$ cat src/core/timer_cfg.svh
// constants for the timer channel capture/compare and status block
`ifndef TIMER_CFG_SVH
`define TIMER_CFG_SVH
`define OFF_IOC 8'h00
`define OFF_TSR 8'h04
`define OFF_IER 8'h08
`define OFF_GRA 8'h0C
`define OFF_GRB 8'h10
`define OFF_CNT 8'h14
`define OFF_CTL 8'h18
`define IOC_RST 8'h08
`define TSR_RST 8'h78
`define IER_RST 8'h78
`define RSV_ONES 4'hF
`define FN_B_HI 6
`define FN_B_LO 4
`define FN_A_HI 2
`define FN_A_LO 0
`define FIX_BIT 3
`define FLAG_OVF 2
`define FLAG_B 1
`define FLAG_A 0
`define CTL_RUN 0
`define CTL_DOWN 1
`define CTL_UPDOWN 2
`define CNT_MAX 16'hFFFF
`define CNT_MIN 16'h0000
`define CNT_ONE 16'h0001
`define RESP_OK 2'b00
`define RESP_ERR 2'b10
`define CH_NO_TOGGLE 2
`define CH_DMA_LAST 3
`define CH_UPDOWN_FIRST 2
`endif

$ cat src/core/timer_pkg.sv
// types for the timer channel capture/compare and status block
package timer_pkg;
  typedef enum logic [2:0] {
    FN_NONE = 3'h0,
    FN_OUT0 = 3'h1,
    FN_OUT1 = 3'h2,
    FN_TOGGLE = 3'h3,
    FN_CAP_RISE = 3'h4,
    FN_CAP_FALL = 3'h5,
    FN_CAP_BOTH = 3'h6,
    FN_CAP_BOTH2 = 3'h7
  } fn_t;
  typedef struct packed {
    logic ovf;
    logic b;
    logic a;
  } flags_t;
  typedef struct packed {
    logic updown;
    logic down;
    logic run;
  } ctl_t;
endpackage : timer_pkg

$ cat src/core/timer_channel_io_and_status.sv
// one timer channel: compare/capture function select, status flags, axi4-lite registers
// Operation
// - register B function 000-011: compare, no pin action, drive 0, drive 1, toggle
// - register B function 100 rising, 101 falling, 11x both edges capture counter
// - register A function field bits 2-0 uses the same eight codes
// - channel 2 has no toggle; toggle code drives 1 on each match
// - compare output pins stay 0 after reset until first match
// - io_control bit 3 reads 1, bit 7 undefined; software writes bit 3 as 1
// - each set flag with its enable set requests a cpu interrupt
// - status_flags initialised to H'78/H'F8 on reset or standby
// - status_flags bits 6-3 read 1, bit 7 undefined; software writes ones
// - overflow flag set on wrap FFFF to 0000 or 0000 to FFFF
// - underflow only in up/down counting, channels 2 to 4
// - flag cleared by reading it as 1 then writing 0; 1 sets nothing
// - flag B set on register B compare match or capture load
// - flag A set on register A compare match or capture load
// - channels 0-3 clear flag A when its interrupt starts a dma transfer
// - enable bits 2,1,0 gate overflow, flag B, flag A requests
// - io_control initialised to H'08/H'88 on reset or standby
`timescale 1ns/10ps
`include "timer_cfg.svh"
module timer_channel_io_and_status
  import timer_pkg::*;
#(
  parameter int CHANNEL = 0
) (
  input wire logic clk_sys,
  input wire logic rst,
  input wire logic standby,
  input wire logic count_tick,
  input wire logic dma_ack_a,
  input wire logic pin_a_in,
  input wire logic pin_b_in,
  output logic pin_a_q,
  output logic pin_b_q,
  output logic pin_a_oe_n_q,
  output logic pin_b_oe_n_q,
  output logic irq_q,
  output logic dma_req_a_q,
  input wire logic [7:0] s_awaddr,
  input wire logic s_awvalid,
  output logic s_awready_q,
  input wire logic [31:0] s_wdata,
  input wire logic [3:0] s_wstrb,
  input wire logic s_wvalid,
  output logic s_wready_q,
  output logic [1:0] s_bresp_q,
  output logic s_bvalid_q,
  input wire logic s_bready,
  input wire logic [7:0] s_araddr,
  input wire logic s_arvalid,
  output logic s_arready_q,
  output logic [31:0] s_rdata_q,
  output logic [1:0] s_rresp_q,
  output logic s_rvalid_q,
  input wire logic s_rready
);
  // ==========================================================
  // helpers
  function automatic logic is_cap(input fn_t fn);
    is_cap = fn[2];
  endfunction : is_cap

  function automatic logic drives_pin(input fn_t fn);
    drives_pin = !fn[2] && (fn != FN_NONE);
  endfunction : drives_pin

  function automatic logic cap_hit(input fn_t fn, input logic rise, input logic fall);
    case (fn)
      FN_CAP_RISE: cap_hit = rise;
      FN_CAP_FALL: cap_hit = fall;
      FN_CAP_BOTH, FN_CAP_BOTH2: cap_hit = rise || fall;
      default: cap_hit = 1'b0;
    endcase
  endfunction : cap_hit

  function automatic logic next_pin(input fn_t fn, input logic cur, input logic match);
    next_pin = cur;
    if (match) begin
      case (fn)
        FN_OUT0: next_pin = 1'b0;
        FN_OUT1: next_pin = 1'b1;
        FN_TOGGLE: next_pin = (CHANNEL == `CH_NO_TOGGLE) ? 1'b1 : !cur;
        default: next_pin = cur;
      endcase
    end
  endfunction : next_pin

  function automatic logic [15:0] merge16(input logic [15:0] old, input logic [31:0] d, input logic [3:0] s);
    merge16 = {s[1] ? d[15:8] : old[15:8], s[0] ? d[7:0] : old[7:0]};
  endfunction : merge16

  // ==========================================================
  // bus write channel
  logic aw_hold_q, w_hold_q;
  logic [7:0] waddr_q;
  logic [31:0] wdata_q;
  logic [3:0] wstrb_q;
  logic wr_fire, wr_ioc, wr_tsr, wr_ier, wr_gra, wr_grb, wr_cnt, wr_ctl, wr_bad;

  assign wr_fire = aw_hold_q && w_hold_q && !s_bvalid_q;

  always_ff @(posedge clk_sys or posedge rst) begin
    if (rst) begin
      s_awready_q <= 1'b0;
      aw_hold_q <= 1'b0;
      waddr_q <= '0;
    end else begin
      s_awready_q <= s_awvalid && !s_awready_q && !aw_hold_q;
      if (s_awvalid && s_awready_q) begin
        aw_hold_q <= 1'b1;
        waddr_q <= s_awaddr;
      end else if (wr_fire) begin
        aw_hold_q <= 1'b0;
      end
    end
  end

  always_ff @(posedge clk_sys or posedge rst) begin
    if (rst) begin
      s_wready_q <= 1'b0;
      w_hold_q <= 1'b0;
      wdata_q <= '0;
      wstrb_q <= '0;
    end else begin
      s_wready_q <= s_wvalid && !s_wready_q && !w_hold_q;
      if (s_wvalid && s_wready_q) begin
        w_hold_q <= 1'b1;
        wdata_q <= s_wdata;
        wstrb_q <= s_wstrb;
      end else if (wr_fire) begin
        w_hold_q <= 1'b0;
      end
    end
  end

  always_comb begin
    wr_ioc = 1'b0;
    wr_tsr = 1'b0;
    wr_ier = 1'b0;
    wr_gra = 1'b0;
    wr_grb = 1'b0;
    wr_cnt = 1'b0;
    wr_ctl = 1'b0;
    wr_bad = 1'b0;
    if (waddr_q == `OFF_IOC) begin
      wr_ioc = wr_fire && wstrb_q[0];
    end else if (waddr_q == `OFF_TSR) begin
      wr_tsr = wr_fire && wstrb_q[0];
    end else if (waddr_q == `OFF_IER) begin
      wr_ier = wr_fire && wstrb_q[0];
    end else if (waddr_q == `OFF_GRA) begin
      wr_gra = wr_fire;
    end else if (waddr_q == `OFF_GRB) begin
      wr_grb = wr_fire;
    end else if (waddr_q == `OFF_CNT) begin
      wr_cnt = wr_fire;
    end else if (waddr_q == `OFF_CTL) begin
      wr_ctl = wr_fire && wstrb_q[0];
    end else begin
      wr_bad = 1'b1;
    end
  end

  always_ff @(posedge clk_sys or posedge rst) begin
    if (rst) begin
      s_bvalid_q <= 1'b0;
      s_bresp_q <= `RESP_OK;
    end else if (wr_fire) begin
      s_bvalid_q <= 1'b1;
      s_bresp_q <= wr_bad ? `RESP_ERR : `RESP_OK;
    end else if (s_bready) begin
      s_bvalid_q <= 1'b0;
    end
  end

  // ==========================================================
  // control registers
  fn_t fn_a_q, fn_b_q;
  flags_t ier_q, flag_q, flag_d, armed_q, set_ev, clr_ev;
  ctl_t ctl_q;
  logic [15:0] gra_q, grb_q, cnt_q, cnt_next;

  always_ff @(posedge clk_sys or posedge rst) begin
    if (rst) begin
      fn_a_q <= fn_t'(3'(`IOC_RST >> `FN_A_LO));
      fn_b_q <= fn_t'(3'(`IOC_RST >> `FN_B_LO));
    end else if (standby) begin
      fn_a_q <= fn_t'(3'(`IOC_RST >> `FN_A_LO));
      fn_b_q <= fn_t'(3'(`IOC_RST >> `FN_B_LO));
    end else if (wr_ioc) begin
      fn_b_q <= fn_t'(wdata_q[`FN_B_HI:`FN_B_LO]);
      fn_a_q <= fn_t'(wdata_q[`FN_A_HI:`FN_A_LO]);
    end
  end

  always_ff @(posedge clk_sys or posedge rst) begin
    if (rst) begin
      ier_q <= flags_t'(3'(`IER_RST));
    end else if (standby) begin
      ier_q <= flags_t'(3'(`IER_RST));
    end else if (wr_ier) begin
      ier_q <= flags_t'(wdata_q[`FLAG_OVF:`FLAG_A]);
    end
  end

  always_ff @(posedge clk_sys or posedge rst) begin
    if (rst) begin
      ctl_q <= '0;
    end else if (wr_ctl) begin
      ctl_q <= ctl_t'(wdata_q[`CTL_UPDOWN:`CTL_RUN]);
    end
  end

  // ==========================================================
  // counter
  logic step, dn, ovf_ev;
  // down counting only where up/down counting exists
  assign dn = ctl_q.down && ctl_q.updown && (CHANNEL >= `CH_UPDOWN_FIRST);
  assign step = count_tick && ctl_q.run;
  assign cnt_next = dn ? cnt_q - `CNT_ONE : cnt_q + `CNT_ONE;
  assign ovf_ev = step && (dn ? (cnt_q == `CNT_MIN) : (cnt_q == `CNT_MAX));

  always_ff @(posedge clk_sys or posedge rst) begin
    if (rst) begin
      cnt_q <= '0;
    end else if (wr_cnt) begin
      cnt_q <= merge16(cnt_q, wdata_q, wstrb_q);
    end else if (step) begin
      cnt_q <= cnt_next;
    end
  end

  // ==========================================================
  // capture inputs and compare matches
  logic [2:0] sync_a_q, sync_b_q;
  logic lvl_a_q, lvl_b_q;
  logic rise_a, fall_a, rise_b, fall_b, cap_a, cap_b, match_a, match_b;

  always_ff @(posedge clk_sys or posedge rst) begin
    if (rst) begin
      sync_a_q <= '0;
      sync_b_q <= '0;
      lvl_a_q <= 1'b0;
      lvl_b_q <= 1'b0;
    end else begin
      sync_a_q <= {sync_a_q[1:0], pin_a_in};
      sync_b_q <= {sync_b_q[1:0], pin_b_in};
      // accepted level moves only when stages 2 and 3 agree
      if (sync_a_q[2] == sync_a_q[1]) begin
        lvl_a_q <= sync_a_q[2];
      end
      if (sync_b_q[2] == sync_b_q[1]) begin
        lvl_b_q <= sync_b_q[2];
      end
    end
  end

  // edges from agreeing second and third stages
  assign rise_a = sync_a_q[1] && sync_a_q[2] && !lvl_a_q;
  assign fall_a = !sync_a_q[1] && !sync_a_q[2] && lvl_a_q;
  assign rise_b = sync_b_q[1] && sync_b_q[2] && !lvl_b_q;
  assign fall_b = !sync_b_q[1] && !sync_b_q[2] && lvl_b_q;
  assign cap_b = cap_hit(fn_b_q, rise_b, fall_b);
  assign cap_a = cap_hit(fn_a_q, rise_a, fall_a);
  // match when the counter steps onto the register
  assign match_a = step && !is_cap(fn_a_q) && (cnt_next == gra_q);
  assign match_b = step && !is_cap(fn_b_q) && (cnt_next == grb_q);

  always_ff @(posedge clk_sys or posedge rst) begin
    if (rst) begin
      gra_q <= '0;
      grb_q <= '0;
    end else begin
      if (cap_a) begin
        gra_q <= cnt_q;
      end else if (wr_gra) begin
        gra_q <= merge16(gra_q, wdata_q, wstrb_q);
      end
      if (cap_b) begin
        grb_q <= cnt_q;
      end else if (wr_grb) begin
        grb_q <= merge16(grb_q, wdata_q, wstrb_q);
      end
    end
  end

  // pins low from reset until first match
  always_ff @(posedge clk_sys or posedge rst) begin
    if (rst) begin
      pin_a_q <= 1'b0;
      pin_b_q <= 1'b0;
      pin_a_oe_n_q <= 1'b1;
      pin_b_oe_n_q <= 1'b1;
    end else if (standby) begin
      pin_a_q <= 1'b0;
      pin_b_q <= 1'b0;
      pin_a_oe_n_q <= 1'b1;
      pin_b_oe_n_q <= 1'b1;
    end else begin
      // toggle replaced by drive 1 on channel 2
      pin_a_q <= next_pin(fn_a_q, pin_a_q, match_a);
      pin_b_q <= next_pin(fn_b_q, pin_b_q, match_b);
      pin_a_oe_n_q <= !drives_pin(fn_a_q);
      pin_b_oe_n_q <= !drives_pin(fn_b_q);
    end
  end

  // ==========================================================
  // bus read channel
  logic [31:0] rd_data;
  logic rd_bad, rd_fire;
  assign rd_fire = s_arvalid && s_arready_q;

  always_comb begin
    rd_data = '0;
    rd_bad = 1'b0;
    if (s_araddr == `OFF_IOC) begin
      // bit 3 reads one, bit 7 reads zero
      rd_data[7:0] = {1'b0, fn_b_q, 1'b1, fn_a_q};
    end else if (s_araddr == `OFF_TSR) begin
      rd_data[7:0] = {1'b0, `RSV_ONES, flag_q};
    end else if (s_araddr == `OFF_IER) begin
      rd_data[7:0] = {1'b0, `RSV_ONES, ier_q};
    end else if (s_araddr == `OFF_GRA) begin
      rd_data[15:0] = gra_q;
    end else if (s_araddr == `OFF_GRB) begin
      rd_data[15:0] = grb_q;
    end else if (s_araddr == `OFF_CNT) begin
      rd_data[15:0] = cnt_q;
    end else if (s_araddr == `OFF_CTL) begin
      rd_data[2:0] = ctl_q;
    end else begin
      rd_bad = 1'b1;
    end
  end

  always_ff @(posedge clk_sys or posedge rst) begin
    if (rst) begin
      s_arready_q <= 1'b0;
      s_rvalid_q <= 1'b0;
      s_rdata_q <= '0;
      s_rresp_q <= `RESP_OK;
    end else begin
      s_arready_q <= s_arvalid && !s_arready_q && !s_rvalid_q;
      if (rd_fire) begin
        s_rvalid_q <= 1'b1;
        s_rdata_q <= rd_data;
        s_rresp_q <= rd_bad ? `RESP_ERR : `RESP_OK;
      end else if (s_rready) begin
        s_rvalid_q <= 1'b0;
      end
    end
  end

  // ==========================================================
  // status flags and interrupt
  // flag B on match or capture
  // flag A on match or capture
  assign set_ev = '{ovf: ovf_ev, b: match_b || cap_b, a: match_a || cap_a};
  always_comb begin
    // clear needs earlier read as one and a written zero
    clr_ev = wr_tsr ? (armed_q & ~flags_t'(wdata_q[`FLAG_OVF:`FLAG_A])) : '0;
    // dma activation clears flag A on channels 0-3
    if (dma_ack_a && (CHANNEL <= `CH_DMA_LAST)) begin
      clr_ev.a = 1'b1;
    end
    flag_d = set_ev | (flag_q & ~clr_ev);
  end

  always_ff @(posedge clk_sys or posedge rst) begin
    if (rst) begin
      flag_q <= flags_t'(3'(`TSR_RST));
      armed_q <= '0;
    end else if (standby) begin
      flag_q <= flags_t'(3'(`TSR_RST));
      armed_q <= '0;
    end else begin
      flag_q <= flag_d;
      if (rd_fire && (s_araddr == `OFF_TSR)) begin
        armed_q <= flag_q;
      end else begin
        armed_q <= armed_q & ~clr_ev;
      end
    end
  end

  // interrupt while an enabled flag is set
  always_ff @(posedge clk_sys or posedge rst) begin
    if (rst) begin
      irq_q <= 1'b0;
      dma_req_a_q <= 1'b0;
    end else begin
      irq_q <= |(flag_d & ier_q) && !standby;
      dma_req_a_q <= flag_d.a && ier_q.a && !standby;
    end
  end
endmodule : timer_channel_io_and_status

$ cat config.mk
export PLATFORM = sky130hd
export DESIGN_NAME = timer_channel_io_and_status
export DESIGN_NICKNAME = d
export VERILOG_FILES = /design/src/core/timer_pkg.sv /design/src/core/timer_channel_io_and_status.sv
export VERILOG_INCLUDE_DIRS = /design/src /design/src/core
export SDC_FILE = /design/constraint.sdc
export NUM_CORES = 1
export LEC_CHECK = 0
export ABC_CLOCK_PERIOD_IN_PS = 9760
export BUFFER_PORTS_ARGS = -buffer_cell sky130_fd_sc_hd__buf_4
export CAP_MARGIN = 15
export CORE_ASPECT_RATIO = 0.5
export CORE_MARGIN = 2
export CORE_UTILIZATION = 62
export DETAILED_ROUTE_END_ITERATION = 8
export GPL_TIMING_DRIVEN = 0
export PLACE_DENSITY = 0.86
export SKIP_LAST_GASP = 1
export SLEW_MARGIN = 10
export SYNTH_ARGS = -nofsm -noshare
export SYNTH_HDL_FRONTEND = slang
export SYNTH_SLANG_ARGS = --single-unit
$ cat constraint.sdc
create_clock -name clk_sys -period 9.76 [get_ports clk_sys]
set_clock_uncertainty 0.2 [all_clocks]
set_input_delay 0.488 -clock clk_sys [delete_from_list [all_inputs] [get_ports clk_sys]]
set_output_delay 0.488 -clock clk_sys [all_outputs]
set_load 0.005 [all_outputs]
==> metrics.cfg <==
[die]
ios=111
start_util_pct=63.7
num_rows=28
fp.dieW_um=160
chipHeight_um=81.9
core-area_um2=11800
die_area_um2=13100

[yosys]
synth_seq_cells=131
async_flop_share_pct=100
synth-edff-count=0
synthCells=803
netlist_area_um2=7520
synth_cell_type_count=68
synthFlopType=dfrtp_1
seq_area_frac_synth_pct=43.6
synth.avg_cell_area_um2=9.37
yosys_warnings=0

[routing]
drc_errors=0
vias=6861
routed_wl_mm=22.7
ant_nets=0
wl_per_cell_um=20.8
firstDrtPassIters=6
vias_per_cell=6.27
drtIter0Drc=791

[clock_tree]
ctsHoldBuffers=3
htree_num_levels=4
worstSkewPairLatency_ps=430
cts_setup_buffers=0
cts.repair.resized=0
cts_tree=yes
cts_max_path_buffers=2
cts-root-buf=clkbuf_16
path_clk_slew_ps=60
numCtsBuffers=17
clock_sink_count=131

[place]
dp_cells=1059
place_congestion=0.968
preCtsSetupSlack_ps=5520
numPortBuffers=73
dp_hpwl_mm=15.9

[critical_path]
crit_path_end_kind=flip-flop
crit_arrival_ps=4410
crit_fanout=10
critPathKind=reg -> reg
required_ps=9870
crit_start=cnt_q[0]$_DFFE_PP0P_
crit_end=pin_a_q$_DFFE_PP0P_
timing.rr.end=pin_a_q$_DFFE_PP0P_
cp-start-kind=flip-flop
worstRegToRegCells=9
rrSetupSlack_ps=5470
r2r_start=cnt_q[0]$_DFFE_PP0P_

[cells_and_area]
multi_input_area_um2=3880
fin_cells=1094
syn2layout_area_growth_pct=19.9
seq_area_um2=3280
nFillCells=821
final_nets=985
final_layout_size_suffix_gt1_share_pct=20.2
diodes=0

[power_and_ir_drop]
p_comb_share_pct=23.4
p_switching_w=0.000628
p_per_area_nw_per_um2=205
power_w=0.00185
clkPwrFrac_pct=36.3
p_int_w=0.00122
p_leak_nw=4.24
sw_frac_of_total_pct=34.0
peakVddDrop_mv=0.150
power_frac_seq_pct=40.3

[sta]
rsz0062_at_grt=false
relSlewSlack_pct=28.4
final.setup.tns_ps=0
fin_crit_sh_pct=44.0
post-route-min-period_ps=4290
maxSlewViolCount=0
hold_viol_final=0
fmax_ghz=0.233
setup_viol=0
setup_ws_ps=5470
worst_pin_slew_ps=1060

[global_route]
grt-ovfl-total=0
antenna_found_initial=0
grt_max_degree=71
grt_pass1_wl_mm=35.4
track_usage_pct=35.7
grt_pass1_vias=6555

[hold_path]
hold_depth=2
min_path_type=in -> reg

[flow_run]
cap_violations=0

[outcome]
status=finished clean

## cell usage in the layout, fill, tap and decap left out, types with 8 or more instances in the layout
cell and instances:
nand2_1 68, xor2_1 13, mux2i_1 54, clkbuf_1 34
mux2_2 33, conb_1 18, buf_2 8, dfrtp_1 129
nand3_1 26, nor3b_1 9, nand2b_1 8, clkbuf_16 17
o21ai_0 72, nor2_1 73, buf_4 95, a31oi_1 9
inv_1 18, xnor2_1 25, nor3_1 9, a21oi_1 61
## worst min path at each step
stage / slack [ps] / start / endpoint
final: 30 / s_bready / s_bvalid_q$_DFFE_PP0P_
after global routing: 60 / s_bready / s_bvalid_q$_DFFE_PP0P_
after CTS: 40 / s_bready / s_bvalid_q$_DFFE_PP0P_
after detailed placement: 140 / sync_a_q[0]$_DFF_PP0_ / sync_a_q[1]$_DFF_PP0_
after global placement: 130 / sync_b_q[0]$_DFF_PP0_ / sync_b_q[1]$_DFF_PP0_
after floorplan: 130 / sync_a_q[0]$_DFF_PP0_ / sync_a_q[1]$_DFF_PP0_
## kinds of logic after synthesis
| logic type | Yosys count | synth area share, % |
|---|---|---|
| compound gates | 192 | 15.0 |
| xor+xnor | 38 | 4.42 |
| fa+ha+maj | 5 | 0.832 |
| buf+inv | 89 | 5.77 |
| flops | 131 | 43.6 |
| mux | 88 | 12.4 |
| other cells | 1 | 0.0499 |
| simple gates | 259 | 17.9 |
## critical path, stage by stage (launching register included)
cell and delay [ps]:
dfrtp_1 410, ha_1 210, clkbuf_1 540, inv_1 310, nor4_2 850, xnor2_1 200
o2111ai_1 160, nor4_1 870, nand2_1 120, a32o_1 290
## state kept, by name, indices dropped and copies added (netlist names), 8 cells and up
signal	count
wdata_q	16
waddr_q	8
grb_q	16
gra_q	16
s_rdata_q	16
cnt_q	16
## metal layers
metal	wire length [um]	share of wire (%)	global-route usage (%)
met2	10100	44	56.4
met3	2790	12	12.1
met4	552	2.4	12.8
met5	0	0	0
met1	9330	41	46.8
## cell type report
class / count / area share, %
clock inverters: 13 / 1.82
plain buffers: 70 / 4.02
multi-input cells: 600 / 43.0
well taps: 165 / 2.29
repair buffers: 77 / 6.72
inverters: 19 / 0.847
clock buffers: 19 / 4.91
flip-flops and latches: 131 / 36.4
## power groups by stage
stage	Combinational (W)	Clock, W	Sequential, W
after floorplan	0.000298	0	0.000709
after global placement	0.000399	0	0.000740
after detailed placement	0.000415	0	0.000745
after CTS	0.000422	0.000669	0.000738
after global routing	0.000467	0.000700	0.000753
final	0.000433	0.000672	0.000745
## synthesized netlist by cell type, drive strengths merged (3+ instances only)
cell type | number | area (um^2)
o311a | 3 | 30.0
and4 | 4 | 35.0
nor4 | 10 | 98.8
nand4 | 9 | 86.3
inv | 19 | 71.3
nor3 | 9 | 45.0
a2111oi | 3 | 26.3
nor4b | 3 | 26.3
or3 | 4 | 25.0
or4 | 4 | 33.8
clkbuf | 33 | 124
xnor2 | 25 | 219
mux2 | 33 | 372
xor2 | 13 | 114
nand3 | 26 | 130
or2 | 5 | 31.3
o21ai | 74 | 370
dfrtp | 129 | 3230
nand2 | 69 | 262
o22ai | 6 | 37.5
ha | 5 | 62.6
nand3b | 5 | 37.5
buf | 37 | 239
a211oi | 5 | 37.5
nor3b | 9 | 67.6
and2 | 5 | 31.3
nor2 | 73 | 274
a22oi | 4 | 30.0
nand2b | 8 | 50.1
mux2i | 54 | 541
a31oi | 9 | 56.3
a21o | 3 | 22.5
nor2b | 7 | 43.8
a21oi | 62 | 314
and3 | 4 | 25.0
## stage by stage
stage / utilization (%) / hold slack, ps / instance area [um^2]
after floorplan: - / 131 / 7590
after global routing: 76.4 / 63.8 / 9020
after detailed placement: 70.9 / 138 / 8370
after global placement: 70.6 / 134 / 8340
final: 76.4 / 30.9 / 9020
after CTS: 76.3 / 35.7 / 9010
(Power assumes the default switching activity.)
